`src/pmca_pkg.sv`:
```
// Purpose: Shared constants and types of the channel access block
// Assumes: 125 MHz clock, 32-bit AHB-Lite register bus
// Notes:   Offsets are byte addresses of aligned words
package pmca_pkg;
  // Register byte offsets
  localparam logic [7:0] CFG_OFS    = 8'h00;
  localparam logic [7:0] TXCTL_OFS  = 8'h04;
  localparam logic [7:0] STATUS_OFS = 8'h08;
  localparam logic [7:0] TXFCS_OFS  = 8'h0c;
  // Configuration reset values
  localparam logic [3:0] MIN_BE_RST = 4'h3;
  localparam logic [3:0] MAX_BE_RST = 4'h5;
  localparam logic [3:0] NB_LIM_RST = 4'h4;
  localparam logic [3:0] RTY_RST    = 4'h3;
  localparam logic [7:0] SPB_RST    = 8'h01;
  localparam logic [7:0] HPW_RST    = 8'h04;
  localparam logic [15:0] LFSR_SEED = 16'hace1;
  // Status bit positions
  localparam int ST_DONE = 4;
  localparam int ST_CAF  = 5;
  localparam int ST_NACK = 6;
  // Response wait time and derived cycle count
  localparam int CLK_PERIOD_NS = 8;
  localparam int RESP_WAIT_NS  = 4000;
  localparam int RESP_WAIT_CYC = RESP_WAIT_NS / CLK_PERIOD_NS;
  // Response kinds reported by the receive path
  localparam logic [1:0] RESP_ACK  = 2'h1;
  localparam logic [1:0] RESP_NACK = 2'h2;
  // AHB transfer type
  localparam logic [1:0] HTRANS_NONSEQ = 2'h2;
  // Configuration register layout
  typedef struct packed {
    logic [7:0] hp_window_slots;  // high_priority_window_slots
    logic [7:0] sym_per_period;   // symbols_per_backoff_period
    logic [3:0] frame_retry_limit;
    logic [3:0] attempt_limit;    // backoff_attempt_limit
    logic [3:0] max_be;           // max_backoff_exponent
    logic [3:0] min_be;           // min_backoff_exponent
  } pmca_cfg_s;
  // Transmit request layout (bits 31:26 and 15:13 unused)
  typedef struct packed {
    logic [5:0] unused;
    logic [9:0] seg_length;
    logic [2:0] spare;            // Gap above the segment count
    logic [5:0] seg_count;
    logic       last_seg;
    logic       tone_map_req;
    logic       burst;
    logic       group_addr;
    logic       ack_req;
    logic       high_prio;
    logic       start;
  } pmca_txctl_s;
  // Three-byte segment control header, byte 0 in the top bits
  typedef struct packed {
    logic [3:0] unused_upper_bits;
    logic       tone_map_request;
    logic       contention_control;
    logic       access_priority_flag;
    logic       last_segment_flag;
    logic [5:0] segment_count;
    logic [9:0] segment_length;
  } pmca_seghdr_s;
  // Access sequencer states, Gray coded along the main path
  typedef enum logic [2:0] {
    ST_IDLE    = 3'b000,
    ST_BACKOFF = 3'b001,
    ST_SENSE   = 3'b011,
    ST_TX      = 3'b010,
    ST_ACKWAIT = 3'b110
  } pmca_state_e;
endpackage

```
`src/pmca_top.sv`:
```
// Function
// - Back off before every data/command transmission except bursts
// - Delays counted in whole backoff periods
// - Clear attempt counter per new attempt
// - Load exponent from minimum each attempt
// - Random 0..2^exp-1 periods, then sense
// - Busy: bump counter and exponent, saturate
// - High priority may set max equal min
// - Retry until limit exceeded, then failure
// - Idle channel: transmit at once
// - High priority window precedes normal window
// - Window sizes from slots and exponent
// - First slot reserved for bursting
// - Missing ack: retransmit, bounded retries
// - No ack request for group traffic
// - Ack only own packets with good FCS
// - Ack carries received packet FCS
// - Accept ack only with matching FCS
// - Unhandled frame gets no ack
// - Retries keep sequence; duplicates discarded (code only flags them on RX_DUP_O and still acks them)
// - Segments acknowledged and retried independently
// - Header byte 0 field layout
// - Header count and length layout
// - Header flag encodings
// - Missing or foreign response is collision
//
// Purpose: Unslotted CSMA-CA, priority windows, ARQ and ack generation
// Assumes: PHY and receive path share CLOCK_I; one segment per request
// Notes:   Software issues one request per segment
//
// Added by the designer: the register addresses and register access over AHB-Lite.
`timescale 1ns/10ps
module pmca_top (
  input  wire logic        CLOCK_I,
  input  wire logic        RST_I,
  input  wire logic        HSEL_I,
  input  wire logic [31:0] HADDR_I,
  input  wire logic [1:0]  HTRANS_I,
  input  wire logic        HWRITE_I,
  input  wire logic [2:0]  HSIZE_I,
  input  wire logic [31:0] HWDATA_I,
  input  wire logic        HREADY_I,
  output logic             HREADYOUT_O,
  output logic             HRESP_O,
  output logic [31:0]      HRDATA_O,
  input  wire logic        SYM_TICK_I,
  output logic             CS_REQ_O,
  input  wire logic        CS_VALID_I,
  input  wire logic        CS_BUSY_I,
  output logic             TX_START_O,
  output logic             TX_ACK_REQ_O,
  output logic [23:0]      SEG_HDR_O,
  input  wire logic        TX_DONE_I,
  input  wire logic        RESP_VALID_I,
  input  wire logic [1:0]  RESP_KIND_I,
  input  wire logic [15:0] RESP_FCS_I,
  input  wire logic        RX_VALID_I,
  input  wire logic        RX_FCS_OK_I,
  input  wire logic        RX_FOR_ME_I,
  input  wire logic        RX_CAN_HANDLE_I,
  input  wire logic [15:0] RX_FCS_I,
  input  wire logic [7:0]  RX_SEQ_I,
  input  wire logic [5:0]  RX_SEG_CNT_I,
  output logic             ACK_REQ_O,
  output logic [15:0]      ACK_FCS_O,
  output logic             RX_DUP_O
);
  pmca_pkg::pmca_cfg_s   cfg_r;      // Configuration register
  pmca_pkg::pmca_txctl_s txctl_r;    // Current transmit request
  pmca_pkg::pmca_state_e state_r;    // Access sequencer state
  logic [15:0]           txfcs_r;    // FCS of frame being sent
  logic [2:0]            sticky_r;   // Done, channel fail, no-ack fail
  logic [3:0]            nb_r;       // backoff_attempt_count
  logic [3:0]            be_r;       // backoff_exponent
  logic [3:0]            rtry_r;     // Retransmissions so far
  logic [15:0]           slots_r;    // Backoff periods still to wait
  logic [7:0]            sym_r;      // Symbols inside current period
  logic [15:0]           lfsr_r;     // Pseudo-random source
  logic [15:0]           resp_cnt_r; // Response wait timer
  logic [7:0]            last_seq_r; // Last accepted sequence
  logic [5:0]            last_sc_r;  // Last accepted segment count
  logic                  last_ok_r;  // Last pair is valid
  // Bus data-phase capture
  logic                  wr_pend_r;
  logic [7:0]            wr_addr_r;
  logic [31:0]           rdata_r;
  // Decoded events
  logic                  acc;        // Address phase accepted
  logic                  start_wr;   // Software start request
  logic                  st_clr;     // Status write-one-to-clear
  logic                  period_end; // One backoff period elapsed
  logic                  want_ack;   // Response expected
  logic                  ack_hit;    // Matching acknowledgement
  logic                  collide;    // Collision inferred
  logic                  nb_over;    // Attempt limit exceeded
  logic                  rtry_over;  // Retry limit exceeded
  logic [15:0]           rand_mask;  // 2^exp - 1
  logic [15:0]           delay;      // Periods for a new backoff
  logic [3:0]            be_inc;     // Saturated exponent step
  logic [3:0]            be_nxt;     // Exponent after this edge
  pmca_pkg::pmca_txctl_s txctl_nxt;  // Request after this edge
  logic [31:0]           rd_mux;     // Read data selection

  // Zero wait state slave, always OKAY
  assign HREADYOUT_O = 1'b1;
  assign HRESP_O     = 1'b0;
  assign HRDATA_O    = rdata_r;
  assign acc = HSEL_I & HREADY_I & (HTRANS_I == pmca_pkg::HTRANS_NONSEQ);
  assign start_wr = wr_pend_r & (wr_addr_r == pmca_pkg::TXCTL_OFS)
                    & HWDATA_I[0] & (state_r == pmca_pkg::ST_IDLE);
  assign st_clr = wr_pend_r & (wr_addr_r == pmca_pkg::STATUS_OFS);

  // Capture write address phase
  always_ff @(posedge CLOCK_I or posedge RST_I) begin
    if (RST_I) begin
      wr_pend_r <= 1'b0;
      wr_addr_r <= 8'h00;
    end else begin
      wr_pend_r <= acc & HWRITE_I;
      wr_addr_r <= HADDR_I[7:0];
    end
  end

  // Read data mux, unmapped words read zero
  always_comb begin
    rd_mux = 32'h0000_0000;
    case (HADDR_I[7:0])
      pmca_pkg::CFG_OFS:    rd_mux = cfg_r;
      pmca_pkg::TXCTL_OFS:  rd_mux = {txctl_r[31:1], 1'b0};
      pmca_pkg::STATUS_OFS: rd_mux = {12'h000, be_r, rtry_r, nb_r,
                                      1'b0, sticky_r,
                                      state_r != pmca_pkg::ST_IDLE,
                                      state_r};
      pmca_pkg::TXFCS_OFS:  rd_mux = {16'h0000, txfcs_r};
      default:              rd_mux = 32'h0000_0000;
    endcase
  end

  // Read data registered at address phase
  always_ff @(posedge CLOCK_I or posedge RST_I) begin
    if (RST_I) begin
      rdata_r <= 32'h0000_0000;
    end else if (acc & ~HWRITE_I) begin
      rdata_r <= rd_mux;
    end
  end

  // Configuration and transmit registers
  always_ff @(posedge CLOCK_I or posedge RST_I) begin
    if (RST_I) begin
      cfg_r   <= {pmca_pkg::HPW_RST, pmca_pkg::SPB_RST, pmca_pkg::RTY_RST,
                  pmca_pkg::NB_LIM_RST, pmca_pkg::MAX_BE_RST,
                  pmca_pkg::MIN_BE_RST};
      txctl_r <= '0;
      txfcs_r <= 16'h0000;
    end else if (wr_pend_r) begin
      if (wr_addr_r == pmca_pkg::CFG_OFS) begin
        cfg_r <= HWDATA_I;
      end
      // Request is frozen while an access runs
      if (start_wr) begin
        txctl_r <= HWDATA_I;
      end
      if ((wr_addr_r == pmca_pkg::TXFCS_OFS) &&
          (state_r == pmca_pkg::ST_IDLE)) begin
        txfcs_r <= HWDATA_I[15:0];
      end
    end
  end

  // Request and exponent as they stand once BACKOFF is entered, so the
  // delay loaded on entry never uses the previous request's values
  assign txctl_nxt = start_wr ? pmca_pkg::pmca_txctl_s'(HWDATA_I) : txctl_r;
  // Exponent value that the attempt counter block will store
  always_comb begin
    be_nxt = be_r;
    if (start_wr || ((state_r == pmca_pkg::ST_ACKWAIT) && collide
        && !ack_hit)) begin
      be_nxt = cfg_r.min_be;
    end else if ((state_r == pmca_pkg::ST_SENSE) && CS_VALID_I
                 && CS_BUSY_I) begin
      be_nxt = be_inc;
    end
  end
  assign rand_mask = 16'((17'h1 << be_nxt) - 17'h1);
  always_comb begin
    delay = 16'h0001 + (lfsr_r & rand_mask);
    if (!txctl_nxt.high_prio) begin
      delay = delay + {8'h00, cfg_r.hp_window_slots};
    end
    if (txctl_nxt.burst) begin
      delay = 16'h0000;
    end
  end

  // saturated exponent step, max may equal min
  assign be_inc = (be_r >= cfg_r.max_be) ? cfg_r.max_be : be_r + 4'h1;
  // limit compare on the counter after increment
  assign nb_over = (nb_r + 4'h1) > cfg_r.attempt_limit;
  assign rtry_over = (rtry_r + 4'h1) > cfg_r.frame_retry_limit;
  // group traffic never asks for ack
  assign want_ack = txctl_r.ack_req & ~txctl_r.group_addr;
  assign ack_hit = RESP_VALID_I & (RESP_KIND_I == pmca_pkg::RESP_ACK)
                   & (RESP_FCS_I == txfcs_r);
  assign collide = (resp_cnt_r == 16'h0000) |
                   (RESP_VALID_I & ~ack_hit);
  assign period_end = SYM_TICK_I &
                      (sym_r + 8'h01 >= cfg_r.sym_per_period);

  // Free running pseudo-random source
  always_ff @(posedge CLOCK_I or posedge RST_I) begin
    if (RST_I) begin
      lfsr_r <= pmca_pkg::LFSR_SEED;
    end else begin
      lfsr_r <= {lfsr_r[14:0],
                 lfsr_r[15] ^ lfsr_r[13] ^ lfsr_r[12] ^ lfsr_r[10]};
    end
  end

  // Access sequencer
  always_ff @(posedge CLOCK_I or posedge RST_I) begin
    if (RST_I) begin
      state_r <= pmca_pkg::ST_IDLE;
    end else begin
      case (state_r)
        pmca_pkg::ST_IDLE: begin
          if (start_wr) begin
            state_r <= pmca_pkg::ST_BACKOFF;
          end
        end
        pmca_pkg::ST_BACKOFF: begin
          if ((slots_r == 16'h0000) ||
              ((slots_r == 16'h0001) && period_end)) begin
            state_r <= pmca_pkg::ST_SENSE;
          end
        end
        pmca_pkg::ST_SENSE: begin
          if (CS_VALID_I && CS_BUSY_I) begin
            state_r <= nb_over ? pmca_pkg::ST_IDLE : pmca_pkg::ST_BACKOFF;
          end else if (CS_VALID_I) begin
            state_r <= pmca_pkg::ST_TX;
          end
        end
        pmca_pkg::ST_TX: begin
          if (TX_DONE_I) begin
            state_r <= want_ack ? pmca_pkg::ST_ACKWAIT : pmca_pkg::ST_IDLE;
          end
        end
        pmca_pkg::ST_ACKWAIT: begin
          if (ack_hit || (collide && rtry_over)) begin
            state_r <= pmca_pkg::ST_IDLE;
          end else if (collide) begin
            state_r <= pmca_pkg::ST_BACKOFF;
          end
        end
        default: state_r <= pmca_pkg::ST_IDLE;
      endcase
    end
  end

  // Attempt counter and exponent
  always_ff @(posedge CLOCK_I or posedge RST_I) begin
    if (RST_I) begin
      nb_r <= 4'h0;
      be_r <= 4'h0;
    end else if (start_wr || ((state_r == pmca_pkg::ST_ACKWAIT)
                 && collide && !ack_hit)) begin
      nb_r <= 4'h0;
      be_r <= cfg_r.min_be;
    end else if ((state_r == pmca_pkg::ST_SENSE) && CS_VALID_I
                 && CS_BUSY_I) begin
      nb_r <= nb_r + 4'h1;
      be_r <= be_inc;
    end
  end

  // Retransmission counter
  always_ff @(posedge CLOCK_I or posedge RST_I) begin
    if (RST_I) begin
      rtry_r <= 4'h0;
    end else if (start_wr) begin
      rtry_r <= 4'h0;
    end else if ((state_r == pmca_pkg::ST_ACKWAIT) && collide
                 && !ack_hit && !rtry_over) begin
      rtry_r <= rtry_r + 4'h1;
    end
  end

  // Backoff period and slot counters
  always_ff @(posedge CLOCK_I or posedge RST_I) begin
    if (RST_I) begin
      slots_r <= 16'h0000;
      sym_r   <= 8'h00;
    end else if (state_r != pmca_pkg::ST_BACKOFF) begin
      // Delay drawn with the request and exponent of the entry edge
      slots_r <= delay;
      sym_r   <= 8'h00;
    end else if (period_end) begin
      slots_r <= slots_r - 16'h0001;
      sym_r   <= 8'h00;
    end else if (SYM_TICK_I) begin
      sym_r   <= sym_r + 8'h01;
    end
  end

  // Response wait timer
  always_ff @(posedge CLOCK_I or posedge RST_I) begin
    if (RST_I) begin
      resp_cnt_r <= 16'h0000;
    end else if (state_r != pmca_pkg::ST_ACKWAIT) begin
      resp_cnt_r <= 16'(pmca_pkg::RESP_WAIT_CYC);
    end else if (resp_cnt_r != 16'h0000) begin
      resp_cnt_r <= resp_cnt_r - 16'h0001;
    end
  end

  // Sticky outcome flags, set wins over clear
  always_ff @(posedge CLOCK_I or posedge RST_I) begin
    if (RST_I) begin
      sticky_r <= 3'b000;
    end else begin
      for (int i = 0; i < 3; i++) begin
        if (st_clr && HWDATA_I[pmca_pkg::ST_DONE + i]) begin
          sticky_r[i] <= 1'b0;
        end
      end
      if (((state_r == pmca_pkg::ST_TX) && TX_DONE_I && !want_ack) ||
          ((state_r == pmca_pkg::ST_ACKWAIT) && ack_hit)) begin
        sticky_r[0] <= 1'b1;
      end
      if ((state_r == pmca_pkg::ST_SENSE) && CS_VALID_I && CS_BUSY_I
          && nb_over) begin
        sticky_r[pmca_pkg::ST_CAF - pmca_pkg::ST_DONE] <= 1'b1;
      end
      if ((state_r == pmca_pkg::ST_ACKWAIT) && collide && !ack_hit
          && rtry_over) begin
        sticky_r[pmca_pkg::ST_NACK - pmca_pkg::ST_DONE] <= 1'b1;
      end
    end
  end

  assign CS_REQ_O = (state_r == pmca_pkg::ST_BACKOFF) &&
                    ((slots_r == 16'h0000) ||
                     ((slots_r == 16'h0001) && period_end));
  assign TX_START_O = (state_r == pmca_pkg::ST_SENSE) && CS_VALID_I
                      && !CS_BUSY_I;
  assign TX_ACK_REQ_O = want_ack;

  always_comb begin
    pmca_pkg::pmca_seghdr_s h;
    h = '0;
    h.tone_map_request     = txctl_r.tone_map_req;
    h.contention_control   = txctl_r.burst;
    h.access_priority_flag = txctl_r.high_prio;
    h.last_segment_flag    = txctl_r.last_seg;
    h.segment_count        = txctl_r.seg_count;
    h.segment_length       = txctl_r.seg_length;
    SEG_HDR_O = h;
  end

  // Receive side acknowledgement and duplicate filter
  always_ff @(posedge CLOCK_I or posedge RST_I) begin
    if (RST_I) begin
      ACK_REQ_O  <= 1'b0;
      ACK_FCS_O  <= 16'h0000;
      RX_DUP_O   <= 1'b0;
      last_seq_r <= 8'h00;
      last_sc_r  <= 6'h00;
      last_ok_r  <= 1'b0;
    end else begin
      ACK_REQ_O <= RX_VALID_I & RX_FCS_OK_I & RX_FOR_ME_I
                   & RX_CAN_HANDLE_I;
      RX_DUP_O  <= 1'b0;
      if (RX_VALID_I && RX_FCS_OK_I && RX_FOR_ME_I && RX_CAN_HANDLE_I) begin
        ACK_FCS_O  <= RX_FCS_I;
        // same sequence and count is a copy
        RX_DUP_O   <= last_ok_r && (last_seq_r == RX_SEQ_I)
                      && (last_sc_r == RX_SEG_CNT_I);
        last_seq_r <= RX_SEQ_I;
        last_sc_r  <= RX_SEG_CNT_I;
        last_ok_r  <= 1'b1;
      end
    end
  end
endmodule

```
`config.mk`:
```
export PLATFORM = sky130hd
export DESIGN_NAME = pmca_top
export DESIGN_NICKNAME = d
export VERILOG_FILES = /design/src/pmca_pkg.sv /design/src/pmca_top.sv
export SDC_FILE = /design/constraint.sdc
export NUM_CORES = 1
export LEC_CHECK = 0
export BUFFER_PORTS_ARGS = -buffer_cell sky130_fd_sc_hd__clkbuf_2
export CELL_PAD_IN_SITES_DETAIL_PLACEMENT = 0
export CELL_PAD_IN_SITES_GLOBAL_PLACEMENT = 1
export CORE_MARGIN = 2
export CORE_UTILIZATION = 47
export CTS_CLUSTER_DIAMETER = 80
export DETAILED_ROUTE_END_ITERATION = 10
export PLACE_DENSITY_LB_ADDON = 0.3
export SKIP_CTS_REPAIR_TIMING = 1
export SLEW_MARGIN = 5
export SYNTH_ARGS = -nofsm -noshare
export SYNTH_HDL_FRONTEND = slang
export SYNTH_SLANG_ARGS = --single-unit
```
`constraint.sdc`:
```
create_clock -name CLOCK_I -period 12.7 [get_ports CLOCK_I]
set_input_delay 0.635 -clock CLOCK_I [delete_from_list [all_inputs] [get_ports CLOCK_I]]
set_output_delay 0.635 -clock CLOCK_I [all_outputs]
set_load 0.005 [all_outputs]
```
# Word-level counts from Yosys, hierarchy flattened
# Index checks and enable logic that the tools add are counted.
# word_totals
ff_bits	228
latchBits	0
ram_bits	0
romBits	0
in_bits	131
elab_cells	185
mem_count	0
# classes
add_sub_neg	9
multipliers	0
div_mod_pow	0
n_lt_le_gt_ge	4
n_eq_ne	23
shifts	1
muxes	35
bitwise	24
n_reduce_logical	51
# ops
op	count
one-hot mux 32 bit (4 select lines)	1
two-way mux 16 bit	6
subtractor 16 x 1 -> 16 bit, second input constant	3
equality test 8 x 4 -> 1 bit, second input constant	4
zero test 16 bit	2
two-way mux 4 bit	7
logical AND 1 bit	24
two-way mux 3 bit	8
two-way mux 8 bit	3
adder 1 x 16 -> 16 bit, first input constant	1
adder 16 x 8 -> 16 bit	1
bitwise AND 1 bit	16
bitwise AND 16 bit	1
equality test 16 x 1 -> 1 bit, second input constant	1
equality test 16 bit	1
equality test 8 x 3 -> 1 bit, second input constant	2
zero test 8 bit	2
nonzero test 16 bit	1
left shift 1 x 4 -> 16 bit, first input constant	1
one-hot mux 3 bit (5 select lines)	1
nonzero test 2 bit	7
adder 4 x 1 -> 4 bit, second input constant	3
!= test 3 bit, second input constant	3
adder 8 x 1 -> 8 bit, second input constant	1
24 further kinds	47

# Longest topological paths before layout
# logic_depth
word_depth	18
ltp_mapped	31

# Worst setup path after synthesis
# Ideal clock, no wire load.
# synth_timing
path_type	reg-to-reg
start	reg resp_cnt_r[3]
end	reg slots_r[12]
arrival_time_ps	5648
setup_slack_ps	6965
path_stages_with_launch	29
n_path_buf	2
synth_period_minus_slack_ps	5735
path_cell_list	dfrtp_1 > or4_4 > nor4_4 > a41oi_1 > o22ai_2 > nand2_1 > buf_2 > a21oi_1 > inv_1 > nand2_1 > ha_1 > clkbuf_1 > a41oi_1 > and2_1 > nand2_1 > xor2_1 > inv_1 > ha_1 > a21oi_1 > o21ai_0 > a21o_1 > nand2_1 > a21oi_1 > o21ai_0 > a21oi_1 > and3_1 > a32oi_1 > or4_1 > o211ai_1
# synth_between
elab_chain_len	14
# synth_rtl
element	line	source
from (decl)	pmca_top.sv:79	logic [15:0] resp_cnt_r;
from (signal assigned)	pmca_top.sv:311	resp_cnt_r <= 16'(pmca_pkg::RESP_WAIT_CYC);
from (signal assigned)	pmca_top.sv:313	resp_cnt_r <= resp_cnt_r - 16'h0001;
zero test 16 bit *	pmca_top.sv:205	assign collide = (resp_cnt_r == 16'h0000) |
OR 1 bit *	pmca_top.sv:205	
logical AND 1 bit *	pmca_top.sv:177	if (start_wr || ((state_r == pmca_pkg::ST_ACKWAIT) && collide
logical AND 1 bit *	pmca_top.sv:178	&& !ack_hit)) begin
logical OR 1 bit *	pmca_top.sv:177	
two-way mux 4 bit *	--	
net be_nxt[0]	pmca_top.sv:100	logic [3:0] be_nxt;
left shift 1 x 4 -> 16 bit *	pmca_top.sv:185	assign rand_mask = 16'((17'h1 << be_nxt) - 17'h1);
subtractor 16 x 1 -> 16 bit *	pmca_top.sv:185	
bitwise AND 16 bit *	pmca_top.sv:187	delay = 16'h0001 + (lfsr_r & rand_mask);
adder 1 x 16 -> 16 bit *	pmca_top.sv:187	
adder 16 x 8 -> 16 bit	pmca_top.sv:189	delay = delay + {8'h00, cfg_r.hp_window_slots};
two-way mux 16 bit *	pmca_top.sv:188	if (!txctl_nxt.high_prio) begin
two-way mux 16 bit *	pmca_top.sv:191	if (txctl_nxt.burst) begin
two-way mux 16 bit *	pmca_top.sv:294	end else if (state_r != pmca_pkg::ST_BACKOFF) begin
to (signal assigned)	pmca_top.sv:296	slots_r <= delay;
to (signal assigned)	pmca_top.sv:299	slots_r <= slots_r - 16'h0001;
to (decl)	pmca_top.sv:76	logic [15:0] slots_r;
# Mark *: on every way through the listed nets, which the timed path passes. The rest lies on a longest branch.
# A chain may end at the register's enable or synchronous reset.

# Final worst setup path
# layout_timing
start	reg be_r[0]
end	reg slots_r[12]
# layout_between
elab_chain_len	12
word_cells_on_any_way	13
# layout_rtl
element	line	source
from (decl)	pmca_top.sv:74	logic [3:0] be_r;
from (signal assigned)	pmca_top.sv:269	be_r <= cfg_r.min_be;
from (signal assigned)	pmca_top.sv:273	be_r <= be_inc;
adder 4 x 1 -> 4 bit / greater-or-equal comparator 4 bit (equally long branches)	pmca_top.sv:197	assign be_inc = (be_r >= cfg_r.max_be) ? cfg_r.max_be : be_r + 4'h1;
two-way mux 4 bit	pmca_top.sv:197	
two-way mux 4 bit * (2 in series)	--	
left shift 1 x 4 -> 16 bit *	pmca_top.sv:185	
subtractor 16 x 1 -> 16 bit *	pmca_top.sv:185	
bitwise AND 16 bit *	pmca_top.sv:187	
adder 1 x 16 -> 16 bit *	pmca_top.sv:187	
adder 16 x 8 -> 16 bit	pmca_top.sv:189	
two-way mux 16 bit *	pmca_top.sv:188	
two-way mux 16 bit *	pmca_top.sv:191	
two-way mux 16 bit *	pmca_top.sv:294	
# Every way passes the cells marked *; elsewhere a longest branch is shown, timed or not.

==> results.md <==
* Status: complete, no violations
* Drt total wl at between 30,000 and 40,000 µm
* Dominant cell type by area after synthesis: dfrtp_1
* Total GRT Usage at 23.5%
* Synth Warn # at 0
* Final period utilization at 56.1%
* Register cell area after layout at 5700 µm²
* Max-cap violations at 0
* Syn Area/Cell at 9.21 µm²
* Vias at 10.1k
* Post-route DRC at 0
* Num CTS Buffers at 27
* Area Growth Syn to Fin at 15.3%
* Fill cells at 2,423
* Worst-Margin Slew at 1200 ps
* Area of the multi-input gates at 6100 µm²
* Worst-case clock buffer depth at 3
* CP required at 13,150 ps
* Pleak at 6.84 nW
* Fin. max-slew vios at 0
* Async SR Flop Fraction at 100%
* Top-area cell type share of the netlist area at 42.4%
* Leading cell type in the layout, fill and taps excluded: nand2_1
* Worst-Skew Late Latency at 540 ps
* Hold Fails Final Rpt at 0
* Initial antenna violation count at 0
* Rows at 59
* GP Congestion at 0.885
* Routed len/inst at 17.6 µm
* Peak VDD IR at 0.000101 V
* Core box area at 26,000 µm²
* Die H at between 150 and 200 µm
* Largest net degree at the start of global routing at 91
* CP Data Arrival Time at 7570 ps
* Largest cells by area after synthesis: dfrtp_1 42%, nand2_1 8.8%, ha_1 3.8%
* Worst setup EP type: flip-flop
* Cell total after placement at 1,791
* Critical path type: reg2reg
* Setup-violating endpoint count in the final report at 0
* IO Pins at 210
* Finished Layout Cells at roughly 1.8k
* Seq cells post-synth at 227
* Count of cell types in the netlist at between 80 and 90
* Setup TNS Final at 0 ps
* Vias in the first global route at 9,974
* CTS sink count at 227
* Buffers on Ports at 176
* Die Width at 166 µm
* PnR worst setup slack at 5580 ps
* Met2 usage at 37.9%
* NumNets Final at 1,655
* Type of origin of the critical path: flip-flop
* Fin crit period at between 7000 and 8000 ps
* Clock transition at path regs at 60 ps
* Met1 Resource Use GR at 33.7%
* Full die area at 27,700 µm²
* Peak Freq at 140 MHz
* Post-synth top flop: dfrtp_1
* Worst Skew at about 9.1 ps
* R2R cell count at 24
* DR iter-0 viols at 691
* Clock tree root driver cell: clkbuf_16
* Initial Utilization at 47.7%
* Total gr overflow at 0
* CTS tree: yes
* Mapped Area at 12,400 µm²
* First-pass GRT wire length at 53,200 µm
* Number of synthesized flops with an enable pin at 0
* Power per cell area at 146 nW/µm²
* H-tree depth at 1
* Commonest non-fill, non-tap cells in the layout: 289 x nand2_1, 210 x dfrtp_1, 176 x clkbuf_2
* Sequential-to-total area share from yosys stat at 46.0%
* DRT antenna net count at 0
* Via/cell ratio at 5.49
* Post-Syn Instances at between 1k and 1.5k
* Peak fanout along the critical path at 16
* RSZ-0062 raised after global routing: no
* DRT Pass-1 Iters at 5
* Cell area after layout at 14,300 µm²
* Count of antenna diodes in the layout at 0
* Met3 GRT Util at 3.48%
* Placed Instance Area at between 10,000 and 15,000 µm²
* Worst hold slack at 171 ps
* Core Util, Final at 54.9%
* Total power at about 2.1 mW
* Placed wire-length estimate at 23,100 µm
* GRT busiest layer: met2
* Share of cells above drive strength 1 at 20.5%
* Pre-CTS WS at 5400 ps
* Max-slew headroom at between 10% and 20%
* Worst hold path class: in2async
==> cells in the mapped netlist (26+ instances only) <==
cell type and instances:
ha_1 38, o21ai_0 64, inv_1 50, xor2_1 34, buf_4 26, nand3_1 28, nor2_1 93, mux2_2 33
clkbuf_1 43, a21oi_1 46, nand2_1 289, dfrtp_1 210, a22oi_1 37, xnor2_1 50
==> power breakdown <==
| group | total, mW | switching (mW) | internal, mW |
|---|---|---|---|
| logic | 0.456 | 0.277 | 0.180 |
| registers | 0.853 | 0.0664 | 0.786 |
| clock network | 0.769 | 0.311 | 0.458 |
==> registers in the layout, summed over array words and instances, names as in the netlist, 11 cells and up <==
register and count:
HRDATA_O 32, cfg_r 32, SEG_HDR_O 20, ACK_FCS_O 16
lfsr_r 16, resp_cnt_r 16, slots_r 16, txfcs_r 16
txctl_r 11
==> cell type report <==
cell class / instances / share of cell area [%]
multi-input cells: 991 / 42.7
flip-flops and latches: 227 / 39.9
repair buffers: 187 / 6.75
clock buffers: 40 / 5.63
well taps: 335 / 2.94
inverters: 51 / 1.39
clock inverters: 9 / 0.613
==> final timing paths <==
kind | endpoint | startpoint | slack [ps]
min reg2reg | lfsr_r[2] | lfsr_r[1] | 370
min | txctl_r[13] | RST_I | 170
max | slots_r[12] | be_r[0] | 5580
min in group CLOCK_I | wr_addr_r[6] | HADDR_I[6] | 220
max in group asynchronous | slots_r[5] | RST_I | 11060
max reg2reg | slots_r[12] | be_r[0] | 5580
==> worst max-delay path: stages (launching register included) <==
cell and delay, ps:
dfrtp_1 470, inv_1 90, ha_1 270, nand2b_1 160, a2111oi_2 620, or2_2 270
o211a_1 300, o2111ai_1 300, o21ai_0 500, nand2_1 160, ha_1 420, inv_1 310
a211oi_1 100, o41ai_1 810, xnor2_1 200, ha_1 360, a21o_1 120, nand2_1 60
a21oi_1 170, o21ai_0 100, a21oi_1 270, and3_1 200, a32oi_1 120, or4_1 540
o211ai_1 100
==> cells by family (layout without fill, tap and decap cells) <==
| logic type | Yosys count | count (layout) | share of synthesized area [%] |
|---|---|---|---|
| XOR/XNOR | 84 | 84 | 5.94 |
| other | 2 | 6 | 0.0606 |
| buffers and inverters | 131 | 287 | 4.95 |
| adder cells (fa/ha/maj) | 39 | 39 | 4.00 |
| multiplexers | 49 | 49 | 4.49 |
| AND/OR/NAND/NOR | 545 | 545 | 19.9 |
| flip-flops | 227 | 227 | 46.0 |
| AO/OA/AOI/OAI | 268 | 268 | 14.6 |
==> layer usage <==
metal  vias to the layer above  part of all wire [%]
li1                       4942                     -
met1                      4842                    47
met2                       270                    46
met3                        41                   5.2
met4                         0                   1.8
met5                         -                     0
Power figures use the tool's default switching activity.
